--- src/maf_pkg.sv ---
package maf_pkg;
  localparam int unsigned MAF_NUM_SLOTS   = 4;       // Default slot count
  localparam int unsigned MAF_OCTETS      = 6;       // Octets per address
  localparam int unsigned MAF_ADDR_W      = 48;      // Address width
  localparam int unsigned MAF_CFG_W       = 8;       // Filter config width
  localparam int unsigned MAF_CFG_EN_BIT  = 0;       // Enable position
  localparam int unsigned MAF_CFG_SRC_BIT = 1;       // Source select position
  localparam int unsigned MAF_CFG_MSK_LSB = 2;       // First octet mask position
  localparam logic [47:0] MAF_ADDR_RST    = 48'h0;   // Address reset value
  localparam logic [7:0]  MAF_CFG_RST     = 8'h00;   // Config reset value
  localparam logic [5:0]  MAF_SER_LAST    = 6'h2f;   // Last serial bit index
endpackage

--- src/maf_store_if.sv ---
`timescale 1ns/1ps
// Slot storage access between filter core and address memory
interface maf_store_if #(parameter int unsigned SLOTS = 4, parameter int unsigned IW = 2);
  logic [IW-1:0] rd_idx;     // Read slot index
  logic [47:0]   rd_addr;    // Registered read data
  logic          wr_en;      // Address write strobe
  logic [IW-1:0] wr_idx;     // Written slot index
  logic [47:0]   wr_addr;    // Written address
  logic [48*SLOTS-1:0] all;  // Every slot, for parallel compare
  modport core (output rd_idx, wr_en, wr_idx, wr_addr, input rd_addr, all);
  modport mem  (input rd_idx, wr_en, wr_idx, wr_addr, output rd_addr, all);
endinterface

--- src/maf_addr_mem.sv ---
`timescale 1ns/1ps
// Address slot memory: only addresses live here, so a write cannot disturb filter settings
module maf_addr_mem
  import maf_pkg::*;
#(
  parameter int unsigned SLOTS = MAF_NUM_SLOTS
) (
  // Clock and reset
  input  wire logic i_clk,
  input  wire logic i_nrst,
  input  wire logic i_ce,
  // Storage port
  maf_store_if.mem  st
);
  logic [47:0] mem_r [SLOTS];  // Address slots, octet 1 in bits 7:0

  // Slot writes, one per cycle
  always_ff @(posedge i_clk or negedge i_nrst) begin
    if (!i_nrst) begin
      for (int i = 0; i < SLOTS; i++) mem_r[i] <= MAF_ADDR_RST;
    end else if (i_ce && st.wr_en) begin
      mem_r[st.wr_idx] <= st.wr_addr;
    end
  end

  // Registered read port
  always_ff @(posedge i_clk or negedge i_nrst) begin
    if (!i_nrst) begin
      st.rd_addr <= MAF_ADDR_RST;
    end else if (i_ce) begin
      st.rd_addr <= mem_r[st.rd_idx];
    end
  end

  // Flat view for the comparators
  for (genvar g = 0; g < SLOTS; g++) begin : g_flat
    assign st.all[48*g +: 48] = mem_r[g];
  end
endmodule

--- src/maf_filter.sv ---
`timescale 1ns/1ps
// Station address slots, perfect filter and transmit source address serialiser
module maf_filter
  import maf_pkg::*;
#(
  parameter int unsigned SLOTS = MAF_NUM_SLOTS,
  parameter int unsigned IW    = $clog2(SLOTS)
) (
  // Clock, reset, enable
  input  wire logic          i_clk,
  input  wire logic          i_nrst,
  input  wire logic          i_ce,
  // Address write and read
  input  wire logic          i_addr_wr,
  input  wire logic [IW-1:0] i_addr_idx,
  input  wire logic [47:0]   i_addr_data,
  output logic [47:0]        o_addr_rdata,
  // Filter settings write and read
  input  wire logic          i_cfg_wr,
  input  wire logic [IW-1:0] i_cfg_idx,
  input  wire logic [7:0]    i_cfg_data,
  output logic [7:0]         o_cfg_rdata,
  output logic [IW:0]        o_num_slots,
  // Mode controls
  input  wire logic          i_promisc,
  input  wire logic          i_hash_mode,
  input  wire logic          i_hash_hit,
  // Received frame addresses
  input  wire logic          i_rx_valid,
  input  wire logic [47:0]   i_rx_dst,
  input  wire logic [47:0]   i_rx_src,
  output logic               o_rx_done,
  output logic               o_rx_accept,
  // Transmit source address insertion
  input  wire logic          i_tx_start,
  input  wire logic          i_tx_adv,
  output logic               o_tx_bit,
  output logic               o_tx_busy
);
  maf_store_if #(.SLOTS(SLOTS), .IW(IW)) st ();

  logic [7:0]  cfg_r [SLOTS];   // Per-slot settings, slot 0 unused
  logic [SLOTS-1:0] hit;        // Per-slot match
  logic [47:0] tx_sh_r;         // Serial source address
  logic [5:0]  tx_cnt_r;        // Bit index
  logic        rx_accept_nxt;   // Filter decision
  logic [6:0]  tx_seen_r;       // Advances per insertion, checks only

  maf_addr_mem #(.SLOTS(SLOTS)) u_mem (
    .i_clk  (i_clk),
    .i_nrst (i_nrst),
    .i_ce   (i_ce),
    .st     (st)
  );

  // Address writes touch only the memory, never cfg_r
  assign st.wr_en   = i_addr_wr;
  assign st.wr_idx  = i_addr_idx;
  assign st.wr_addr = i_addr_data;
  assign st.rd_idx  = i_addr_idx;
  assign o_addr_rdata = st.rd_addr;

  // Settings writes; slot 0 and out-of-range indices are ignored
  always_ff @(posedge i_clk or negedge i_nrst) begin
    if (!i_nrst) begin
      for (int i = 0; i < SLOTS; i++) cfg_r[i] <= MAF_CFG_RST;
    end else if (i_ce && i_cfg_wr && i_cfg_idx != '0 && 32'(i_cfg_idx) < SLOTS) begin
      cfg_r[i_cfg_idx] <= i_cfg_data;
    end
  end

  // Settings readback and slot count
  always_ff @(posedge i_clk or negedge i_nrst) begin
    if (!i_nrst) begin
      o_cfg_rdata <= MAF_CFG_RST;
      o_num_slots <= '0;
    end else if (i_ce) begin
      o_cfg_rdata <= (i_cfg_idx == '0) ? MAF_CFG_RST : cfg_r[i_cfg_idx];
      o_num_slots <= (IW+1)'(SLOTS);
    end
  end

  // Per-slot masked compare; slot 0 is always a destination compare
  for (genvar s = 0; s < SLOTS; s++) begin : g_slot
    logic [47:0] ref_a;
    logic [5:0]  oct_ok;
    assign ref_a = (s != 0 && cfg_r[s][MAF_CFG_SRC_BIT]) ? i_rx_src : i_rx_dst;
    for (genvar o = 0; o < MAF_OCTETS; o++) begin : g_oct
      // Octet 1 sits in bits 7:0, mask bit 2 ignores it
      assign oct_ok[o] = (s != 0 && cfg_r[s][MAF_CFG_MSK_LSB+o])
                       || (ref_a[8*o +: 8] == st.all[48*s + 8*o +: 8]);
    end
    if (s == 0) begin : g_local
      assign hit[s] = &oct_ok;
    end else begin : g_filt
      assign hit[s] = cfg_r[s][MAF_CFG_EN_BIT] && (&oct_ok);
      // Whole-address check of an enabled slot with no octet ignored, taken straight from its settings
      a_slot_match: assert property (@(posedge i_clk) disable iff (!i_nrst)
        (i_ce && i_rx_valid && !i_promisc && !i_hash_mode
         && cfg_r[s][MAF_CFG_EN_BIT] && (cfg_r[s][MAF_CFG_MSK_LSB +: 6] == 6'h00)
         && ((cfg_r[s][MAF_CFG_SRC_BIT] ? i_rx_src : i_rx_dst) == st.all[48*s +: 48])) |=> o_rx_accept)
        else $error("enabled slot match rejected");
    end
  end

  // Decision: promiscuous passes all, hash mode bypasses slot settings
  // Local match stays live in hash mode, so own traffic never hangs on the hash table
  always_comb begin
    if (i_promisc) begin
      rx_accept_nxt = 1'b1;
    end else if (i_hash_mode) begin
      rx_accept_nxt = hit[0] || i_hash_hit;
    end else begin
      rx_accept_nxt = |hit;
    end
  end

  // Registered verdict, one cycle after the addresses are offered
  always_ff @(posedge i_clk or negedge i_nrst) begin
    if (!i_nrst) begin
      o_rx_done   <= 1'b0;
      o_rx_accept <= 1'b0;
    end else if (i_ce) begin
      o_rx_done   <= i_rx_valid;
      o_rx_accept <= i_rx_valid && rx_accept_nxt;
    end
  end

  // Source address serialiser: octet 1 first, LSB first within each octet
  always_ff @(posedge i_clk or negedge i_nrst) begin
    if (!i_nrst) begin
      tx_sh_r   <= MAF_ADDR_RST;
      tx_cnt_r  <= '0;
      o_tx_busy <= 1'b0;
      o_tx_bit  <= 1'b0;
    end else if (i_ce) begin
      if (i_tx_start && !o_tx_busy) begin
        tx_sh_r   <= {1'b0, st.all[47:1]};
        o_tx_bit  <= st.all[0];
        tx_cnt_r  <= '0;
        o_tx_busy <= 1'b1;
      end else if (o_tx_busy && i_tx_adv) begin
        if (tx_cnt_r == MAF_SER_LAST) begin
          o_tx_busy <= 1'b0;
          o_tx_bit  <= 1'b0;
        end else begin
          o_tx_bit <= tx_sh_r[0];
          tx_sh_r  <= {1'b0, tx_sh_r[47:1]};
          tx_cnt_r <= tx_cnt_r + 6'h01;
        end
      end
    end
  end

  // Shadow count of advances per insertion; kept apart from tx_cnt_r so the length check
  // does not merely restate the serialiser's own end test
  always_ff @(posedge i_clk or negedge i_nrst) begin
    if (!i_nrst) begin
      tx_seen_r <= 7'h00;
    end else if (i_ce) begin
      if (i_tx_start && !o_tx_busy) begin
        tx_seen_r <= 7'h00;  // New insertion
      end else if (o_tx_busy && i_tx_adv) begin
        tx_seen_r <= tx_seen_r + 7'h01;  // One more advance taken
      end
    end
  end

  // Promiscuous frames always pass
  a_promisc_accept: assert property (@(posedge i_clk) disable iff (!i_nrst)
    (i_ce && i_rx_valid && i_promisc) |=> o_rx_accept)
    else $error("promiscuous frame rejected");
  // Nothing matched in perfect mode, so nothing may pass
  a_disabled_slot: assert property (@(posedge i_clk) disable iff (!i_nrst)
    (i_ce && i_rx_valid && !i_promisc && !i_hash_mode && !hit[0] && (hit[SLOTS-1:1] == '0))
    |=> !o_rx_accept) else $error("frame accepted without a match");
  // Own station address is accepted in every mode
  a_local_accept: assert property (@(posedge i_clk) disable iff (!i_nrst)
    (i_ce && i_rx_valid && i_rx_dst == st.all[47:0]) |=> o_rx_accept)
    else $error("local address rejected");
  // Slot 0 never picks up settings
  a_slot0_cfg: assert property (@(posedge i_clk) disable iff (!i_nrst)
    cfg_r[0] == MAF_CFG_RST)
    else $error("slot 0 has settings");
  // Slot 0 reads back as having no settings
  a_cfg_zero: assert property (@(posedge i_clk) disable iff (!i_nrst)
    (i_ce && i_cfg_idx == '0) |=> (o_cfg_rdata == MAF_CFG_RST))
    else $error("slot 0 settings read back");
  // An address write leaves the settings of the last slot (SLOTS-1) alone
  a_cfg_keep: assert property (@(posedge i_clk) disable iff (!i_nrst)
    (i_addr_wr && !i_cfg_wr) |=> $stable(cfg_r[SLOTS-1]))
    else $error("address write changed settings");
  // Read port returns the slot as stored, octet order kept
  a_addr_readback: assert property (@(posedge i_clk) disable iff (!i_nrst)
    i_ce |=> (o_addr_rdata == $past(st.all[48*i_addr_idx +: 48])))
    else $error("address readback wrong");
  // First bit out is bit 0 of the local address
  a_tx_first_bit: assert property (@(posedge i_clk) disable iff (!i_nrst)
    (i_ce && i_tx_start && !o_tx_busy && !i_addr_wr) |=> (o_tx_bit == $past(st.all[0]) && o_tx_busy))
    else $error("wrong first source bit");
  // Busy drops on the advance after the last bit
  a_tx_length: assert property (@(posedge i_clk) disable iff (!i_nrst)
    (o_tx_busy && i_ce && i_tx_adv && tx_cnt_r == MAF_SER_LAST) |=> !o_tx_busy)
    else $error("serialiser overran");
  // Every insertion takes one advance per address bit, no more and no less
  a_tx_bit_count: assert property (@(posedge i_clk) disable iff (!i_nrst)
    $fell(o_tx_busy) |-> (tx_seen_r == 7'(MAF_OCTETS * 8)))
    else $error("insertion bit count wrong");
  // Hash mode ignores the slot settings
  a_hash_bypass: assert property (@(posedge i_clk) disable iff (!i_nrst)
    (i_ce && i_rx_valid && !i_promisc && i_hash_mode && !i_hash_hit && !hit[0]) |=> !o_rx_accept)
    else $error("slot settings used in hash mode");
  // Every offered frame gets a verdict strobe
  a_verdict_strobe: assert property (@(posedge i_clk) disable iff (!i_nrst)
    (i_ce && i_rx_valid) |=> o_rx_done)
    else $error("verdict strobe missing");
  // An accept never stands without its strobe
  a_accept_framed: assert property (@(posedge i_clk) disable iff (!i_nrst)
    o_rx_accept |-> o_rx_done)
    else $error("accept without strobe");
  // Slot count is published once running
  a_num_slots: assert property (@(posedge i_clk) disable iff (!i_nrst)
    $past(i_ce) |-> o_num_slots == (IW+1)'(SLOTS))
    else $error("slot count wrong");
endmodule

--- config.mk ---
export PLATFORM = sky130hd
export DESIGN_NAME = maf_filter
export DESIGN_NICKNAME = d
export VERILOG_FILES = /design/src/maf_pkg.sv /design/src/maf_store_if.sv /design/src/maf_addr_mem.sv /design/src/maf_filter.sv
export SDC_FILE = /design/constraint.sdc
export NUM_CORES = 1
export LEC_CHECK = 0
export BUFFER_PORTS_ARGS = -buffer_cell sky130_fd_sc_hd__buf_2
export CORE_ASPECT_RATIO = 0.8
export CORE_MARGIN = 4
export CORE_UTILIZATION = 59
export CTS_CLUSTER_DIAMETER = 40
export DETAILED_ROUTE_END_ITERATION = 16
export GPL_TIMING_DRIVEN = 0
export PLACE_DENSITY_LB_ADDON = 0.2
export REMOVE_ABC_BUFFERS = 1
export SYNTH_ARGS = -nofsm -noshare
export SYNTH_HDL_FRONTEND = slang
export SYNTH_SLANG_ARGS = --single-unit
--- constraint.sdc ---
create_clock -name i_clk -period 2.6 [get_ports i_clk]
set_input_delay 0.26 -clock i_clk [delete_from_list [all_inputs] [get_ports i_clk]]
set_output_delay 0.26 -clock i_clk [all_outputs]
set_load 0.005 [all_outputs]
==> results of run 1 <==
-- layout make-up --
cell class              instances  share of cell area [%]
multi-input cells             959                    42.2
flip-flops and latches        330                    38.2
repair buffers                307                    9.92
clock buffers                  57                    5.78
well taps                     406                    2.35
clock inverters                21                    1.47
inverters                       2                  0.0347
diodes                          1                  0.0116
-- cells in the mapped netlist --
| library cell | count | area (um^2) |
|---|---|---|
| a21oi_1 | 74 | 370 |
| a221o_1 | 1 | 10.0 |
| a221oi_1 | 1 | 8.76 |
| a22oi_1 | 6 | 45.0 |
| and2_1 | 2 | 12.5 |
| and3_1 | 1 | 6.26 |
| buf_1 | 6 | 22.5 |
| buf_2 | 24 | 120 |
| buf_4 | 6 | 45.0 |
| buf_6 | 6 | 67.6 |
| clkbuf_1 | 39 | 146 |
| conb_1 | 1 | 3.75 |
| dfrtp_1 | 330 | 8260 |
| ha_1 | 1 | 12.5 |
| inv_1 | 2 | 7.51 |
| mux2_2 | 273 | 3070 |
| mux2i_1 | 190 | 1900 |
| mux4_2 | 48 | 1080 |
| nand2_1 | 17 | 63.8 |
| nand3_1 | 4 | 20.0 |
| nand3b_1 | 1 | 7.51 |
| nand4_1 | 18 | 113 |
| nand4b_1 | 2 | 17.5 |
| nor2_1 | 65 | 244 |
| nor2b_1 | 2 | 12.5 |
| nor3_1 | 4 | 20.0 |
| nor4_1 | 37 | 231 |
| nor4b_2 | 2 | 30.0 |
| o2111ai_1 | 1 | 8.76 |
| o21ai_0 | 7 | 35.0 |
| or2_2 | 2 | 12.5 |
| or3_1 | 1 | 6.26 |
| xnor2_1 | 185 | 1620 |
| xor2_1 | 11 | 96.3 |
-- flip-flops by register name (all words and copies together) (netlist names), 6 cells and up --
signal / flops
u_mem.st.rd_addr: 48
tx_cnt_r: 6
o_cfg_rdata: 8
u_mem.st.all: 192
tx_sh_r: 47
cfg_r: 24
-- critical path, cell delays in order, from the launching register on --
cell and delay (ps):
dfrtp_1 430, xnor2_1 490, nand4_1 140, nor4_1 660, nand3_1 240, a21oi_1 360
a221o_1 160
-- routing by layer --
metal	GRT usage [%]	up-vias
met5	0	-
met4	9.72	8
met3	6.65	100
met2	47.8	426
met1	43.0	6403
li1	-	5561
-- cells by family after synthesis --
| family | after synthesis |
|---|---|
| xor gates and xnor gates | 196 |
| and+or+nand+nor | 158 |
| buffers and inverters | 83 |
| AOI/OAI and AO/OA | 90 |
| other | 1 |
| DFF | 330 |
| adders and majority gates | 1 |
| muxes | 511 |
-- cells in the final DEF (no fill, tap or decap), types with 4 or more instances in the layout --
cell,n
o21ai_0,7
mux2_2,273
bufinv_16,7
mux2i_1,190
clkbuf_16,45
dlygate4sd3_1,51
buf_8,7
nand2_1,16
clkbuf_1,4
dfrtp_1,327
buf_16,8
buf_2,223
nor4_2,6
a22oi_1,6
nor4_1,31
nor2_1,65
clkbuf_8,8
buf_4,9
a21oi_1,74
nand3_1,4
xor2_1,11
clkinv_4,4
clkinv_2,4
mux4_2,48
xnor2_1,185
buf_6,6
nand4_1,18
-- what timing repair did --
action	4_1_cts	5_1_grt
cloned	0	1
endpoints found under the setup margin	1	20
gates resized for setup	4	2
buffers inserted	6	0
hold buffers	51	0
endpoints found under the hold margin	234	0
-- report_power, final --
group	internal, uW	total [uW]	switching, uW
clock	4100	6450	2350
sequential	6530	7680	1160
combinational	2870	5380	2500
-- through the flow --
| stage | area (um^2) | TNS (ps) | total power, uW |
|---|---|---|---|
| after global placement | 19000 | -2729340 | 12800 |
| after global routing | 21600 | -53.1 | 20400 |
| after detailed placement | 19500 | -3080 | 12900 |
| final | 21600 | 0 | 19500 |
| after CTS | 21600 | 0 | 19500 |
| after floorplan | 17300 | -210940 | 11000 |
-- path summary, 6_finish.rpt --
path,from,to,cells past startpoint
worst max-delay path,u_mem.st.all[32],o_rx_accept,6
worst min-delay path,i_addr_data[37],u_mem.st.all[85],2
worst max register to register,u_mem.st.all[32],o_rx_accept,6
worst min register to register,o_num_slots[2],o_num_slots[2],1
max in group asynchronous,i_nrst,u_mem.st.all[133],4
min in group asynchronous,i_nrst,u_mem.st.rd_addr[44],2
==> impl_metrics.ini, run 1 <==
[run_status]
status = completed

[placement]
hpwl_um = 34900
numPlacedInstances = 1946
port_buffers = 227
place_worst_setup_slack_ps = -253
routabilityCongestion = 0.869

[routing]
via_count = 12498
wl_met3_um = 3510
firstDrtPassIters = 5
routed_wl_um = 50700
viasPerCell = 6.00
avgRoutedWirePerCell_um = 24.3
top_layer = met5
first_iter_violations = 880
drcViolationCount = 0
met2WireLength_um = 23600
wl_met1_um = 22100
postRouteAntennaNets = 0

[sta]
hold_slack_ps = 21.6
fin_crit_ps = 2550
fmax_mhz = 393
rsz0062_at_grt = yes
fin_ws_ps = 54.7
tightest_slew_ps = 1000
clock_skew_ps = 15.8
finalHoldViolCount = 0
slew_headroom_pct = 33.3
setup_violations = 0
drv_slew = 0
period_share_pct = 97.9

[floorplan]
rows = 56
coreArea_mm2 = 0.0295
die_h_um = 163
die_width_um = 202
dieArea_mm2 = 0.0329
ios = 230
initial_core_util_pct = 60.1

[setup_path]
critical_path_class = reg2reg
required_ps = 3090
endpoint_kind = flop
critPathMaxFanout = 4
cp-start-kind = flop
worst_ep_arrival_time_ps = 3030
r2r_slack_ps = 50

[final_layout]
multi_input_area_mm2 = 0.00914
syn_to_final_growth_pct = 22.0
seqCellArea_mm2 = 0.00827
fin_util_pct = 73.4
stdcell_count = 2083
drive_gt1_share_pct = 39.9
n_fill_cell = 2002
fin_nets = 1811

[global_routing]
grt_overflow = 0
grt_pass1_vias = 12933
grt_max_degree = 100
antenna_found_initial = 5
grt_pass1_wl_um = 77700
grt.total_usage_pct = 30.5

[yosys]
synthXorXnorAreaFrac_pct = 9.68
synth-compound-area-share_pct = 2.70
synth_fa_ha_area_share_pct = 0.0706
synth.distinct_cells = 34
ys_ff_latch = 330
synth_top_family_by_area = multiplexers
synth-simple-area-share_pct = 4.49
yosysWarnings = 0
synthMuxAreaShare_pct = 34.2
synth_area_per_cell_um2 = 12.9
yosysSeqAreaShare_pct = 46.6
syn_inst = 1370
syn_area_mm2 = 0.0177

[pwr]
irDropWorstVdd_mv = 0.651
powerDensity_mw_per_mm2 = 902
p_leak_uw = 0.00918

[cts]
cts_root_buf = clkbuf_16
clockBufferDepth = 3
htreeDepth = 2
clock_sinks = 330
clk_pin_slew_ps = 60
clk_latency_ps = 550
cts_buffers = 43
cts_tree = done

[job]
max-cap-violations = 0

[min_path]
hp-class = in2reg
Power figures use the tool's default switching activity.
==> run 2, diff against run 1 <==
Settings changed: SYNTH_HIERARCHICAL from default to 1.
==> impl_metrics.ini, run 2 <==
[final_layout]
multi_input_area_mm2 = 0.00928
syn_to_final_growth_pct = 21.7
seqCellArea_mm2 = 0.00827
largest_register_ffs = 192
mostFrequentLayoutCell = dfrtp_1
n_fill_cell = 2067
fin_nets = 1964
fin_util_pct = 73.8
stdcell_count = 2237
drive_gt1_share_pct = 30.1
final_cell_mix = dfrtp_1, mux2i_1, buf_2

[setup_path]
endpoint_kind = flop
critPathMaxFanout = 29
cp-start-kind = flop
critical_path_class = reg2reg
required_ps = 3090
worst_ep_arrival_time_ps = 3060

[placement]
hpwl_um = 36300
port_buffers = 227
numPlacedInstances = 2089
routabilityCongestion = 0.886
place_worst_setup_slack_ps = -484

[cts]
htreeDepth = 2
cts_tree = done
cts_root_buf = clkbuf_16
cts_buffers = 43
clock_sinks = 330
clk_latency_ps = 550
clockBufferDepth = 3
clk_pin_slew_ps = 60

[sta]
setup_violations = 0
rsz0062_at_grt = yes
drv_slew = 0
slew_headroom_pct = 20.7
fmax_mhz = 388
fin_ws_ps = 25.5
finalHoldViolCount = 0
tightest_slew_ps = 1190
fin_crit_ps = 2570
clock_skew_ps = 18.9
period_share_pct = 99.0

[yosys]
yosysWarnings = 6
yosysSeqAreaShare_pct = 46.0
synth_area_leader_cell = dfrtp_1
synth_top_area_share_pct = 46.0
ys_ff_latch = 330
ys_top_cells_by_area = dfrtp_1, mux2i_1, mux2_2
synth.cells.most_frequent = dfrtp_1, mux2i_1, xnor2_1, mux2_2, nand2_1
synth_area_per_cell_um2 = 11.8
syn_inst = 1525
async_reset_ff_share_pct = 100
synth_edf_count = 0
synth.distinct_cells = 37
ys.flop_type = dfrtp_1
yosysMostFrequentCell = dfrtp_1
syn_area_mm2 = 0.0180

[routing]
postRouteAntennaNets = 0
viasPerCell = 6.01
avgRoutedWirePerCell_um = 24.3
routed_wl_um = 54400
drcViolationCount = 0
first_iter_violations = 1016
firstDrtPassIters = 5
via_count = 13451

[global_routing]
grt_max_degree = 122
antenna_found_initial = 2
grt_pass1_wl_um = 83000
grt.total_usage_pct = 32.3
grt_overflow = 0
grt_pass1_vias = 14040

[floorplan]
die_width_um = 203
initial_core_util_pct = 60.6
rows = 56
die_h_um = 164
dieArea_mm2 = 0.0333
coreArea_mm2 = 0.0296
ios = 230

[pwr]
irDropWorstVdd_mv = 0.637
p_leak_uw = 0.00968
powerDensity_mw_per_mm2 = 873

[run_status]
status = completed

[min_path]
hp-class = in2reg

[job]
max-cap-violations = 0
==> run 2: cell count changes after synthesis, sizes merged, moves of 18 or more <==
| cell | change |
|---|---|
| a21oi | -52 |
| a31oi | +46 |
| buf | +18 |
| mux2 | -49 |
| mux2i | +51 |
| mux4 | -48 |
| nand2 | +93 |
| nand2b | +50 |
| o221ai | +48 |
==> run 2: timing repair <==
item,CTS,global route
endpoints found under the hold margin,244,0
setup buffers,15,2
cloned,1,0
hold buffers,50,0
setup endpoints to repair,42,3
resized for setup,4,12
pin swaps,1,1
==> run 2: area by class of cell <==
type	count	area share, %
multi-input combinational	1101	42.4
sequential	330	37.8
timing repair buffer	317	10.6
clock buffer	47	5.23
tap	406	2.32
clock inverter	31	1.54
inverter	3	0.0515
antenna	2	0.0229
==> run 2: cells by family (layout without fill, tap and decap cells) <==
| family | Yosys count | in the layout | synth area share (%) |
|---|---|---|---|
| mux | 465 | 465 | 27.9 |
| flops | 330 | 330 | 46.0 |
| simple gates | 304 | 305 | 8.18 |
| xor+xnor | 196 | 196 | 9.56 |
| compound gates | 132 | 132 | 5.20 |
| buf+inv | 96 | 398 | 3.11 |
| fa+ha+maj | 1 | 1 | 0.0696 |
| other cells | 1 | 4 | 0.0209 |
==> run 2: path summary, 6_finish.rpt <==
| kind | from | endpoint | slack [ps] | cells past startpoint |
|---|---|---|---|---|
| worst max register to register | cfg_r[9] | o_rx_accept | 30 | 9 |
| min in group asynchronous | i_nrst | o_num_slots[2] | 350 | 2 |
| worst min register to register | o_num_slots[2] | o_num_slots[2] | 460 | 1 |
| worst max-delay path | cfg_r[9] | o_rx_accept | 30 | 9 |
| worst min-delay path | i_addr_data[34] | u_mem/st.all[130] | 10 | 2 |
| max in group asynchronous | i_nrst | cfg_r[17] | 1130 | 3 |
==> run 2: metrics by stage <==
| stage | instance area [um^2] | power (uW) | setup TNS, ps | hold slack, ps |
|---|---|---|---|---|
| after global routing | 21900 | 20000 | -128 | 15.9 |
| after CTS | 21800 | 19000 | 0 | 1.72 |
| after floorplan | 17400 | 10700 | -253550 | -35.6 |
| after global placement | 19100 | 12500 | -2962060 | 445 |
| after detailed placement | 19600 | 12600 | -22500 | 338 |
| final | 21900 | 19100 | 0 | 11.3 |
==> run 2: report_power, final <==
part           leakage (uW)  total (uW)  switching [uW]  internal, uW
logic               0.00504        5360            2670          2690
registers           0.00392        7600            1140          6450
clock network      0.000721        6140            2420          3720
==> run 2: worst max-delay path, cell delays in order, from the launching register on <==
cell and delay (ps):
dfrtp_4 470, buf_16 270, mux2i_1 260, xnor2_1 100, nor4_2 420, a21oi_1 240
nor4b_2 330, nand2_1 80, nand3_1 160, a221o_1 160
==> run 2: routing by layer <==
metal,track usage (%),routed length [um],up-vias
met5,0,0,-
met4,11.1,1540,0
met3,7.82,4210,105
met2,50.9,25200,506
met1,44.6,23500,6803
li1,-,-,6037
